**config.mk**
```make
export PLATFORM = sky130hd
export DESIGN_NAME = power_down_control
export DESIGN_NICKNAME = d
export VERILOG_FILES = /design/src/hw/pwr_ctrl_pkg.sv /design/src/hw/pair_gate.sv /design/src/hw/pin_sync.sv /design/src/hw/power_down_control.sv
export VERILOG_INCLUDE_DIRS = /design/src /design/src/hw
export SDC_FILE = /design/constraint.sdc
export NUM_CORES = 1
export LEC_CHECK = 0
export ABC_CLOCK_PERIOD_IN_PS = 1370
export BUFFER_PORTS_ARGS = -buffer_cell sky130_fd_sc_hd__buf_2
export CAP_MARGIN = 20
export CORE_ASPECT_RATIO = 1.1
export CORE_MARGIN = 2
export CORE_UTILIZATION = 40
export CTS_CLUSTER_SIZE = 8
export DETAILED_ROUTE_END_ITERATION = 10
export GPL_TIMING_DRIVEN = 0
export HOLD_SLACK_MARGIN = 0.06
export PLACE_DENSITY_LB_ADDON = 0.25
export SLEW_MARGIN = 10
export SYNTH_ARGS = -nofsm -noshare
export SYNTH_HDL_FRONTEND = slang
export SYNTH_HIERARCHICAL = 1
export SYNTH_SLANG_ARGS = --single-unit
```
**constraint.sdc**
```tcl
create_clock -name CLK -period 1.37 [get_ports CLK]
set_clock_uncertainty 0.15 [all_clocks]
set_input_delay 0.0685 -clock CLK [delete_from_list [all_inputs] [get_ports CLK]]
set_output_delay 0.0685 -clock CLK [all_outputs]
set_load 0.1 [all_outputs]
```
**src/hw/pwr_ctrl_cfg.svh**
```systemverilog
// Offsets, field positions, reset values and timing counts of the power-down control block
`ifndef PWR_CTRL_CFG_SVH
`define PWR_CTRL_CFG_SVH

// Register offsets (word addresses on the plain register port)
`define ADDR_VOICE_CONFIG_ONE   4'h0
`define ADDR_VOICE_CONFIG_TWO   4'h1
`define ADDR_VOICE_CONFIG_THREE 4'h2
`define ADDR_POWER_REG_ONE      4'h3
`define ADDR_POWER_REG_TWO      4'h4
`define ADDR_AUX_CONTROL_ONE    4'h5
`define ADDR_AUX_CONTROL_TWO    4'h6
`define ADDR_LEVEL_SELECT       4'h7
`define ADDR_POWER_STATUS       4'h8
`define ADDR_PIN_STATUS         4'h9

// Field positions
`define BIT_VOICE_TX_POWER_ON      0
`define BIT_MIC_BIAS_LEVEL         1
`define BIT_VOICE_RX_POWER_ON      0
`define BIT_AUDIO_TEST_POWER_ON    0
`define BIT_BB_TX_WINDOW_SEL       0
`define BIT_BB_TX_ENABLE           1
`define BIT_BB_RX_WINDOW_SEL       2
`define BIT_BB_RX_ENABLE           3
`define BIT_COMMON_MODE_WINDOW_SEL 4
`define BIT_COMMON_MODE_ENABLE     5
`define BIT_DSP_PORT_PIN_SEL       0
`define BIT_DSP_PORT_ENABLE        1
`define BIT_TIMING_IF_PIN_SEL      2
`define BIT_TIMING_IF_ENABLE       3
`define BIT_MAIN_REF_PIN_SEL       4
`define BIT_MAIN_REF_ENABLE        5
`define BIT_BANDGAP_PIN_SEL        6
`define BIT_AUX_CONV_PIN_SEL       0
`define BIT_AUX_CONV_ENABLE        1
`define BIT_FREQ_CORR_PIN_SEL      2
`define BIT_FREQ_CORR_ENABLE       3
`define BIT_RAMP_CTRL_WINDOW_SEL   0
`define BIT_RAMP_CTRL_ENABLE       1
`define BIT_GAIN_CTRL_WINDOW_SEL   2
`define BIT_GAIN_CTRL_ENABLE       3
`define BIT_COMMON_MODE_LEVEL_SEL  0

// Reset values: every bit and select at 0, so all but the bandgap and current reference are powered down
`define RST_REG 10'h000

// Synchroniser length in flip-flops
`define SYNC_STAGES 2

`endif

```
**src/hw/pwr_ctrl_pkg.sv**
```systemverilog
// Types shared by the power-down control block
package pwr_ctrl_pkg;
    // Which condition besides the enable bit may power a function down
    typedef enum logic [1:0] {
        CTRL_DIRECT,
        CTRL_TX_WINDOW,
        CTRL_RX_WINDOW,
        CTRL_EXT_SLEEP
    } ctrl_src_t;
endpackage : pwr_ctrl_pkg

```
**src/hw/pair_gate.sv**
```systemverilog
// Power enable of one function from its select and enable bits and a gating condition
`timescale 1ns/1ns
module pair_gate (
    // Control bits
    input  wire logic sel,
    input  wire logic enable,
    // Gating condition, high when the window or pin allows operation
    input  wire logic allow,
    // Result, high when the function is powered
    output logic      power_on
);
    // Enable at 0 always wins; select at 1 ignores the condition
    assign power_on = enable & (sel | allow);
endmodule : pair_gate

```
**src/hw/pin_sync.sv**
```systemverilog
// Two-stage synchroniser for a group of level inputs
`timescale 1ns/1ns
module pin_sync #(
    parameter int WIDTH  = 3,
    parameter int STAGES = 2
) (
    // Clock and reset
    input  wire logic             clk,
    input  wire logic             rst,
    // Levels
    input  wire logic [WIDTH-1:0] async_in,
    output logic      [WIDTH-1:0] sync_out
);
    logic [WIDTH-1:0] chain [STAGES];

    // Only the next stage reads each stage; output is the last one
    always_ff @(posedge clk) begin
        if (rst) begin
            for (int i = 0; i < STAGES; i++) begin
                chain[i] <= '0;
            end
        end else begin
            chain[0] <= async_in;
            for (int i = 1; i < STAGES; i++) begin
                chain[i] <= chain[i-1];
            end
        end
    end

    assign sync_out = chain[STAGES-1];
endmodule : pin_sync

```
**src/hw/power_down_control.sv**
```systemverilog
// Power-down control: register file and per-function power enables
//
// Operation
// [RQ1] Audio test power from one voice bit
// [RQ2] Voice tx and rx each one bit
// [RQ3] Window select 0: window and enable gate
// [RQ4] Enable bit 0 always powers down
// [RQ5] Tx window gates ramp, bb tx, common-mode
// [RQ6] Rx window gates gain control, bb rx
// [RQ7] Pin select 0: sleep pin and enable gate
// [RQ8] Power reg two: dsp port, timing interface
// [RQ9] Aux control one: converters, frequency correction
// [RQ10] Main reference buffers from power reg two pair
// [RQ11] Bandgap: single select, no enable bit
// [RQ12] Current reference follows bandgap control
// [RQ13] Reference buffers off with their function
// [RQ14] Speech buffers, modem rx buffer follow paths
// [RQ15] Common-mode level select bit
// [RQ16] Mic bias level select bit
// [RQ17] Direct bit 1 powers up
// [RQ18] Synchronise window and sleep pins first
//
// The placing of the registers and the strobed register port were chosen for this implementation.
`timescale 1ns/1ns
`include "pwr_ctrl_cfg.svh"
module power_down_control
    import pwr_ctrl_pkg::*;
#(
    parameter int ADDR_W = 4,
    parameter int DATA_W = 10
) (
    // Clock and reset
    input  wire logic              CLK,
    input  wire logic              SYS_RST,
    // Register port
    input  wire logic [ADDR_W-1:0] ADDR,
    input  wire logic [DATA_W-1:0] WDATA,
    input  wire logic              WR,
    input  wire logic              RD,
    output logic      [DATA_W-1:0] RDATA,
    // Window and sleep pins, sleep pin active high
    input  wire logic              TX_WINDOW_PIN,
    input  wire logic              RX_WINDOW_PIN,
    input  wire logic              EXT_SLEEP_PIN,
    // Function power enables, high = powered
    output logic                   AUDIO_TEST_ON,
    output logic                   VOICE_TX_ON,
    output logic                   VOICE_RX_ON,
    output logic                   RAMP_CTRL_ON,
    output logic                   BB_TX_ON,
    output logic                   COMMON_MODE_ON,
    output logic                   GAIN_CTRL_ON,
    output logic                   BB_RX_ON,
    output logic                   DSP_PORT_ON,
    output logic                   TIMING_IF_ON,
    output logic                   AUX_CONV_ON,
    output logic                   FREQ_CORR_ON,
    output logic                   MAIN_REF_ON,
    output logic                   BANDGAP_ON,
    output logic                   CURRENT_REF_ON,
    // Reference buffer enables
    output logic                   SPEECH_TX_BUF_ON,
    output logic                   SPEECH_RX_BUF_ON,
    output logic                   MODEM_RX_BUF_ON,
    output logic                   MIC_BIAS_BUF_ON,
    // Level selects
    output logic                   COMMON_MODE_LEVEL_SEL,
    output logic                   MIC_BIAS_LEVEL
);
    localparam int NFUNC = 11;

    // Software registers
    logic [DATA_W-1:0] voice_config_one;
    logic [DATA_W-1:0] voice_config_two;
    logic [DATA_W-1:0] voice_config_three;
    logic [DATA_W-1:0] power_reg_one;
    logic [DATA_W-1:0] power_reg_two;
    logic [DATA_W-1:0] aux_control_one;
    logic [DATA_W-1:0] aux_control_two;
    logic [DATA_W-1:0] level_select;

    // Synchronised pins
    logic [2:0]        pins_sync;
    logic              tx_window;
    logic              rx_window;
    logic              ext_sleep;

    // Paired-function tables
    logic [NFUNC-1:0]  func_sel;
    logic [NFUNC-1:0]  func_enable;
    logic [NFUNC-1:0]  func_allow;
    logic [NFUNC-1:0]  func_on;
    logic [NFUNC-1:0]  next_on;
    ctrl_src_t         func_src [NFUNC];

    logic [DATA_W-1:0] next_rdata;
    logic              bandgap_allow;

    // Pins may change at any time relative to CLK
    pin_sync #(
        .WIDTH  (3),
        .STAGES (`SYNC_STAGES)
    ) u_pin_sync (
        .clk      (CLK),
        .rst      (SYS_RST),
        .async_in ({EXT_SLEEP_PIN, RX_WINDOW_PIN, TX_WINDOW_PIN}),
        .sync_out (pins_sync)
    ); // [RQ18]

    assign tx_window = pins_sync[0];
    assign rx_window = pins_sync[1];
    assign ext_sleep = pins_sync[2];

    // Register writes
    always_ff @(posedge CLK) begin
        if (SYS_RST) begin
            voice_config_one   <= `RST_REG;
            voice_config_two   <= `RST_REG;
            voice_config_three <= `RST_REG;
            power_reg_one      <= `RST_REG;
            power_reg_two      <= `RST_REG;
            aux_control_one    <= `RST_REG;
            aux_control_two    <= `RST_REG;
            level_select       <= `RST_REG;
        end else if (WR) begin
            case (ADDR)
                `ADDR_VOICE_CONFIG_ONE:   voice_config_one   <= WDATA;
                `ADDR_VOICE_CONFIG_TWO:   voice_config_two   <= WDATA;
                `ADDR_VOICE_CONFIG_THREE: voice_config_three <= WDATA;
                `ADDR_POWER_REG_ONE:      power_reg_one      <= WDATA;
                `ADDR_POWER_REG_TWO:      power_reg_two      <= WDATA;
                `ADDR_AUX_CONTROL_ONE:    aux_control_one    <= WDATA;
                `ADDR_AUX_CONTROL_TWO:    aux_control_two    <= WDATA;
                `ADDR_LEVEL_SELECT:       level_select       <= WDATA;
                default: ;
            endcase
        end
    end

    // Table of pairs: index, select bit, enable bit, gating source
    always_comb begin
        // 0 ramp controller, tx window
        func_sel[0]    = aux_control_two[`BIT_RAMP_CTRL_WINDOW_SEL];   // [RQ5]
        func_enable[0] = aux_control_two[`BIT_RAMP_CTRL_ENABLE];
        func_src[0]    = CTRL_TX_WINDOW;
        // 1 baseband tx path, tx window
        func_sel[1]    = power_reg_one[`BIT_BB_TX_WINDOW_SEL];         // [RQ5]
        func_enable[1] = power_reg_one[`BIT_BB_TX_ENABLE];
        func_src[1]    = CTRL_TX_WINDOW;
        // 2 common-mode buffers, tx window
        func_sel[2]    = power_reg_one[`BIT_COMMON_MODE_WINDOW_SEL];   // [RQ5]
        func_enable[2] = power_reg_one[`BIT_COMMON_MODE_ENABLE];
        func_src[2]    = CTRL_TX_WINDOW;
        // 3 gain control, rx window
        func_sel[3]    = aux_control_two[`BIT_GAIN_CTRL_WINDOW_SEL];   // [RQ6]
        func_enable[3] = aux_control_two[`BIT_GAIN_CTRL_ENABLE];
        func_src[3]    = CTRL_RX_WINDOW;
        // 4 baseband rx path, rx window
        func_sel[4]    = power_reg_one[`BIT_BB_RX_WINDOW_SEL];         // [RQ6]
        func_enable[4] = power_reg_one[`BIT_BB_RX_ENABLE];
        func_src[4]    = CTRL_RX_WINDOW;
        // 5 dsp serial port, sleep pin
        func_sel[5]    = power_reg_two[`BIT_DSP_PORT_PIN_SEL];         // [RQ8]
        func_enable[5] = power_reg_two[`BIT_DSP_PORT_ENABLE];
        func_src[5]    = CTRL_EXT_SLEEP;
        // 6 timing interface, sleep pin
        func_sel[6]    = power_reg_two[`BIT_TIMING_IF_PIN_SEL];        // [RQ8]
        func_enable[6] = power_reg_two[`BIT_TIMING_IF_ENABLE];
        func_src[6]    = CTRL_EXT_SLEEP;
        // 7 auxiliary converters, sleep pin
        func_sel[7]    = aux_control_one[`BIT_AUX_CONV_PIN_SEL];       // [RQ9]
        func_enable[7] = aux_control_one[`BIT_AUX_CONV_ENABLE];
        func_src[7]    = CTRL_EXT_SLEEP;
        // 8 frequency correction, sleep pin
        func_sel[8]    = aux_control_one[`BIT_FREQ_CORR_PIN_SEL];      // [RQ9]
        func_enable[8] = aux_control_one[`BIT_FREQ_CORR_ENABLE];
        func_src[8]    = CTRL_EXT_SLEEP;
        // 9 main reference and mic bias buffers, sleep pin
        func_sel[9]    = power_reg_two[`BIT_MAIN_REF_PIN_SEL];         // [RQ10]
        func_enable[9] = power_reg_two[`BIT_MAIN_REF_ENABLE];
        func_src[9]    = CTRL_EXT_SLEEP;
        // 10 bandgap: select only, enable held at 1
        func_sel[10]    = power_reg_two[`BIT_BANDGAP_PIN_SEL];         // [RQ11]
        func_enable[10] = 1'b1;                                        // [RQ11]
        func_src[10]    = CTRL_EXT_SLEEP;
    end

    // Each pair is evaluated the same way
    genvar g;
    generate
        for (g = 0; g < NFUNC; g++) begin : g_pair
            always_comb begin
                case (func_src[g])
                    CTRL_TX_WINDOW: func_allow[g] = tx_window;         // [RQ3]
                    CTRL_RX_WINDOW: func_allow[g] = rx_window;         // [RQ3]
                    CTRL_EXT_SLEEP: func_allow[g] = ~ext_sleep;        // [RQ7]
                    default:        func_allow[g] = 1'b1;
                endcase
            end
            pair_gate u_gate (
                .sel      (func_sel[g]),
                .enable   (func_enable[g]),
                .allow    (func_allow[g]),
                .power_on (next_on[g])
            ); // [RQ3] [RQ4] [RQ7]
        end
    endgenerate

    // Enables registered so outputs taken straight from func_on are glitch-free flops
    always_ff @(posedge CLK) begin
        if (SYS_RST) begin
            func_on <= '0;
        end else begin
            func_on <= next_on;
        end
    end

    // Direct bits, 1 means powered
    always_ff @(posedge CLK) begin
        if (SYS_RST) begin
            AUDIO_TEST_ON <= 1'b0;
            VOICE_TX_ON   <= 1'b0;
            VOICE_RX_ON   <= 1'b0;
        end else begin
            AUDIO_TEST_ON <= voice_config_three[`BIT_AUDIO_TEST_POWER_ON]; // [RQ1] [RQ17]
            VOICE_TX_ON   <= voice_config_one[`BIT_VOICE_TX_POWER_ON];     // [RQ2] [RQ17]
            VOICE_RX_ON   <= voice_config_two[`BIT_VOICE_RX_POWER_ON];     // [RQ2] [RQ17]
        end
    end

    assign bandgap_allow = func_on[10];

    assign RAMP_CTRL_ON   = func_on[0];
    assign BB_TX_ON       = func_on[1];
    assign COMMON_MODE_ON = func_on[2];
    assign GAIN_CTRL_ON   = func_on[3];
    assign BB_RX_ON       = func_on[4];
    assign DSP_PORT_ON    = func_on[5];
    assign TIMING_IF_ON   = func_on[6];
    assign AUX_CONV_ON    = func_on[7];
    assign FREQ_CORR_ON   = func_on[8];
    assign MAIN_REF_ON    = func_on[9] & bandgap_allow;      // References hang off the bandgap
    assign BANDGAP_ON     = bandgap_allow;                   // [RQ11]
    assign CURRENT_REF_ON = bandgap_allow;                   // [RQ12]

    // Buffers follow what they serve; no software action needed
    assign SPEECH_TX_BUF_ON = MAIN_REF_ON & VOICE_TX_ON;     // [RQ13] [RQ14]
    assign SPEECH_RX_BUF_ON = MAIN_REF_ON & VOICE_RX_ON;     // [RQ13] [RQ14]
    assign MODEM_RX_BUF_ON  = MAIN_REF_ON & BB_RX_ON;        // [RQ13] [RQ14]
    assign MIC_BIAS_BUF_ON  = MAIN_REF_ON & VOICE_TX_ON;     // [RQ13]

    // Level selects straight from the register flops
    assign COMMON_MODE_LEVEL_SEL = level_select[`BIT_COMMON_MODE_LEVEL_SEL];  // [RQ15]
    assign MIC_BIAS_LEVEL        = voice_config_one[`BIT_MIC_BIAS_LEVEL];     // [RQ16]

    // Read mux; unmapped addresses read zero
    always_comb begin
        next_rdata = '0;
        case (ADDR)
            `ADDR_VOICE_CONFIG_ONE:   next_rdata = voice_config_one;
            `ADDR_VOICE_CONFIG_TWO:   next_rdata = voice_config_two;
            `ADDR_VOICE_CONFIG_THREE: next_rdata = voice_config_three;
            `ADDR_POWER_REG_ONE:      next_rdata = power_reg_one;
            `ADDR_POWER_REG_TWO:      next_rdata = power_reg_two;
            `ADDR_AUX_CONTROL_ONE:    next_rdata = aux_control_one;
            `ADDR_AUX_CONTROL_TWO:    next_rdata = aux_control_two;
            `ADDR_LEVEL_SELECT:       next_rdata = level_select;
            `ADDR_POWER_STATUS:       next_rdata = DATA_W'(func_on[NFUNC-2:0]);
            `ADDR_PIN_STATUS:         next_rdata = {{(DATA_W-3){1'b0}}, pins_sync};
            default:                  next_rdata = '0;
        endcase
    end

    // Read data valid only the cycle after the strobe
    always_ff @(posedge CLK) begin
        if (SYS_RST) begin
            RDATA <= '0;
        end else if (RD) begin
            RDATA <= next_rdata;
        end else begin
            RDATA <= '0;
        end
    end
endmodule : power_down_control

```
==> metrics.yaml <==
run_status: "complete, but fails checks"
failed_checks: "setup timing"
routedWlPerCell_um: 19.8
globalRouteOverflowTotal: 0
core-area_um2: 11500
floorplan.die.height_um: 118
worstSetupEndpoint: "SPEECH_TX_BUF_ON"
first_global_vias: 3869
routed_via_density: 5.52
peak_supply_drop_v: 0.000690
gp_congestion: 0.936
period_needed_ns: 1.38
cap_violations: 0
synth_seq_area_share: 0.467
final_cells: 737
share_of_cells_above_drive_strength_1: 0.187
drt_first_pass_iters: 5
r2r_end: "RDATA[0]"
regToRegSetupSlack_ns: 0.05
dr_iter_0_viols: 383
floorplan.die.width_um: 107
post-place-cells: 706
timing.setup.tns_ns: -0.0109
slowest_delay_ns: 0.36
critical_path_arrival_ns: 1.16
setup_repair_after_global_routing_missed_its_margin: "true"
endpoint_class_of_the_critical_path: "primary output"
clock_latency_ns: 0.34
layout_commonest_cell: "dfxtp_1"
path_max_fanout: 5
num_antenna_cells: 0
yosys_most_used_dff: "dfxtp_1"
routed_wirelength_um: 14600
placement_rows: 41
cp_num_buf_inv: 2
path_delay_family: "flip-flops"
cts.root.buffer_cell: "clkbuf_16"
grt_util_all_layers: 0.235
reg2reg_from: "func_on[0]"
synthesis.nets: 536
ys_seq_elements: 110
number_of_cells_on_the_critical_path: 3
reg2regPathDepth: 4
netlist_area_um2: 4710
mostFrequentLayoutCells: "dfxtp_1 (95), mux2i_1 (68), nor2_1 (56), buf_2 (42), a21oi_1 (41)"
grt_start_max_net_pins: 17
effective_utilization_at_floorplan: 0.410
path_clk_slew_ns: 0.06
report.final.slew_viol_count: 0
yosysWarnings: 6
io_count: 52
cts_inserted_buffers: 9
cts.sink_count: 110
area.growth.synth_to_final_pct: 20.3
worstPathCellList: "and3_4, buf_6, buf_12"
power_density_nw_per_um2: 1100
drt-met1-wl_um: 6440
antenna_violations_before_repair: 0
crit_slowest_cell: "dfxtp_4"
maxClockFrequency_ghz: 0.724
vias: 4069
drt.antenna.violating_nets: 0
tightest_slew_ns: 0.669
postSynthAreaPerCell_um2: 9.15
final_net_count: 604
routed-wl-met2_um: 6890
postSynth.asyncResetShare: 0
post_synth_inst_count: 515
setup_ws_ns: -0.0109
slew_headroom: 0.554
layout_worst_path_cycle_share: 1.01
top_layer_used: "met4"
remaining_drc_errors: 0
place.detailed.hpwl_um: 9990
cp-startpoint: "func_on[9]"
detailed_route_wirelength_on_metal3_um: 876
finalSetupViolations: 1
leakage_uw: 0.00215
type_of_origin_of_the_critical_path: "register"
hold_path_class: "in -> reg"
cts_buffer_depth: 2
synth_cell_type_count: 37
count_of_endpoints_failing_hold_in_the_final_timing_report: 0
tritoncts_clock_tree: "built"
grt_first_pass_wirelength_um: 22400
die_area_um2: 12700
htree_num_levels: 3
worst-setup-path-type: "reg -> out"
io_buffers: 41
critical_path_required_ns: 1.15
synth-edff-count: 0
-- sequential cells by signal (all words and copies together), names as in the netlist, 6 cells and up --
name	count
func_on	11
RDATA	10
aux_control_one	10
aux_control_two	10
level_select	10
power_reg_one	10
power_reg_two	10
voice_config_one	10
voice_config_three	10
voice_config_two	10
u_pin_sync/chain	6
-- metrics by stage --
| stage | hold slack (ns) | utilization | cell area [um2] | power, uW | worst slack (ns) |
|---|---|---|---|---|---|
| after global routing | 0.0748 | 0.493 | 5670 | 6450 | -0.0502 |
| final | 0.0525 | 0.493 | 5670 | 6250 | -0.0109 |
| after detailed placement | 0.135 | 0.448 | 5150 | 3830 | -0.471 |
| after global placement | 0.127 | 0.448 | 5150 | 3830 | -0.481 |
| after floorplan | -0.00989 | - | 4760 | 3660 | -0.183 |
| after CTS | 0.0605 | 0.488 | 5610 | 6270 | -0.0593 |
-- worst min-delay path: cells and delay by family --
kind,cells,cell delay (ns)
and+or+nand+nor,1,0.13
buffers and inverters,1,0.23
AOI/OAI and AO/OA,1,0.06
-- synthesized netlist by cell type, types with 4 or more instances --
library cell | instances | share of area
nor2b_1 | 28 | 0.037
o21a_1 | 11 | 0.018
and3_1 | 8 | 0.011
buf_2 | 11 | 0.012
clkbuf_1 | 22 | 0.018
a21oi_1 | 41 | 0.044
dfxtp_1 | 110 | 0.47
buf_4 | 12 | 0.019
nand2_1 | 38 | 0.030
mux2i_1 | 68 | 0.14
a22o_1 | 13 | 0.024
nor2_1 | 56 | 0.045
or3_1 | 8 | 0.011
and2_1 | 4 | 0.0053
o22ai_1 | 7 | 0.0093
nand3_1 | 34 | 0.036
a31oi_1 | 5 | 0.0066
a22oi_1 | 11 | 0.018
-- worst min-delay path by stage --
stage,startpoint,slack [ns],depth (start not counted),end
6_report,WDATA[3],0.05,3,voice_config_two[3]
5_1_grt,WDATA[1],0.07,3,voice_config_three[1]
4_1_cts,WDATA[1],0.06,3,voice_config_three[1]
3_5_place_dp,EXT_SLEEP_PIN,0.14,2,u_pin_sync/chain[0][2]
3_3_place_gp,RX_WINDOW_PIN,0.13,2,u_pin_sync/chain[0][1]
2_1_floorplan,SYS_RST,-0.01,1,u_pin_sync/chain[0][0]
-- layout make-up --
cell class                 count  area, um2
fill                        1100       5820
multi-input combinational    353       2270
sequential                   110       2240
timing repair buffer          57        410
buffer                        50        283
clock buffer                  14        264
tap                          150        188
clock inverter                 1       7.51
inverter                       2       7.51
-- cells by family after synthesis --
| family | share of synthesized area |
|---|---|
| AND/OR/NAND/NOR | 0.193 |
| flip-flops | 0.467 |
| AO/OA/AOI/OAI | 0.134 |
| multiplexers | 0.147 |
| buffers and inverters | 0.0587 |
| other | 0.000796 |
-- timing repair --
item                                    in CTS  in global routing
pin swaps                                    1                  1
hold buffers                                14                  0
endpoints found under the setup margin      13                 38
resized for setup                           13                 18
gates cloned                                 0                  0
buffers inserted                             1                  1
hold endpoints to repair                    34                  0
-- power by group --
part	switching [uW]	internal (uW)
logic	384	177
registers	24.9	3230
clock network	1110	1330
-- metal layers --
layer | vias up | track usage
li1 | 1918 | -
met1 | 1967 | 0.332
met2 | 163 | 0.366
met3 | 21 | 0.0371
met4 | 0 | 0.0785
met5 | - | 0
(Power assumes the default switching activity.)
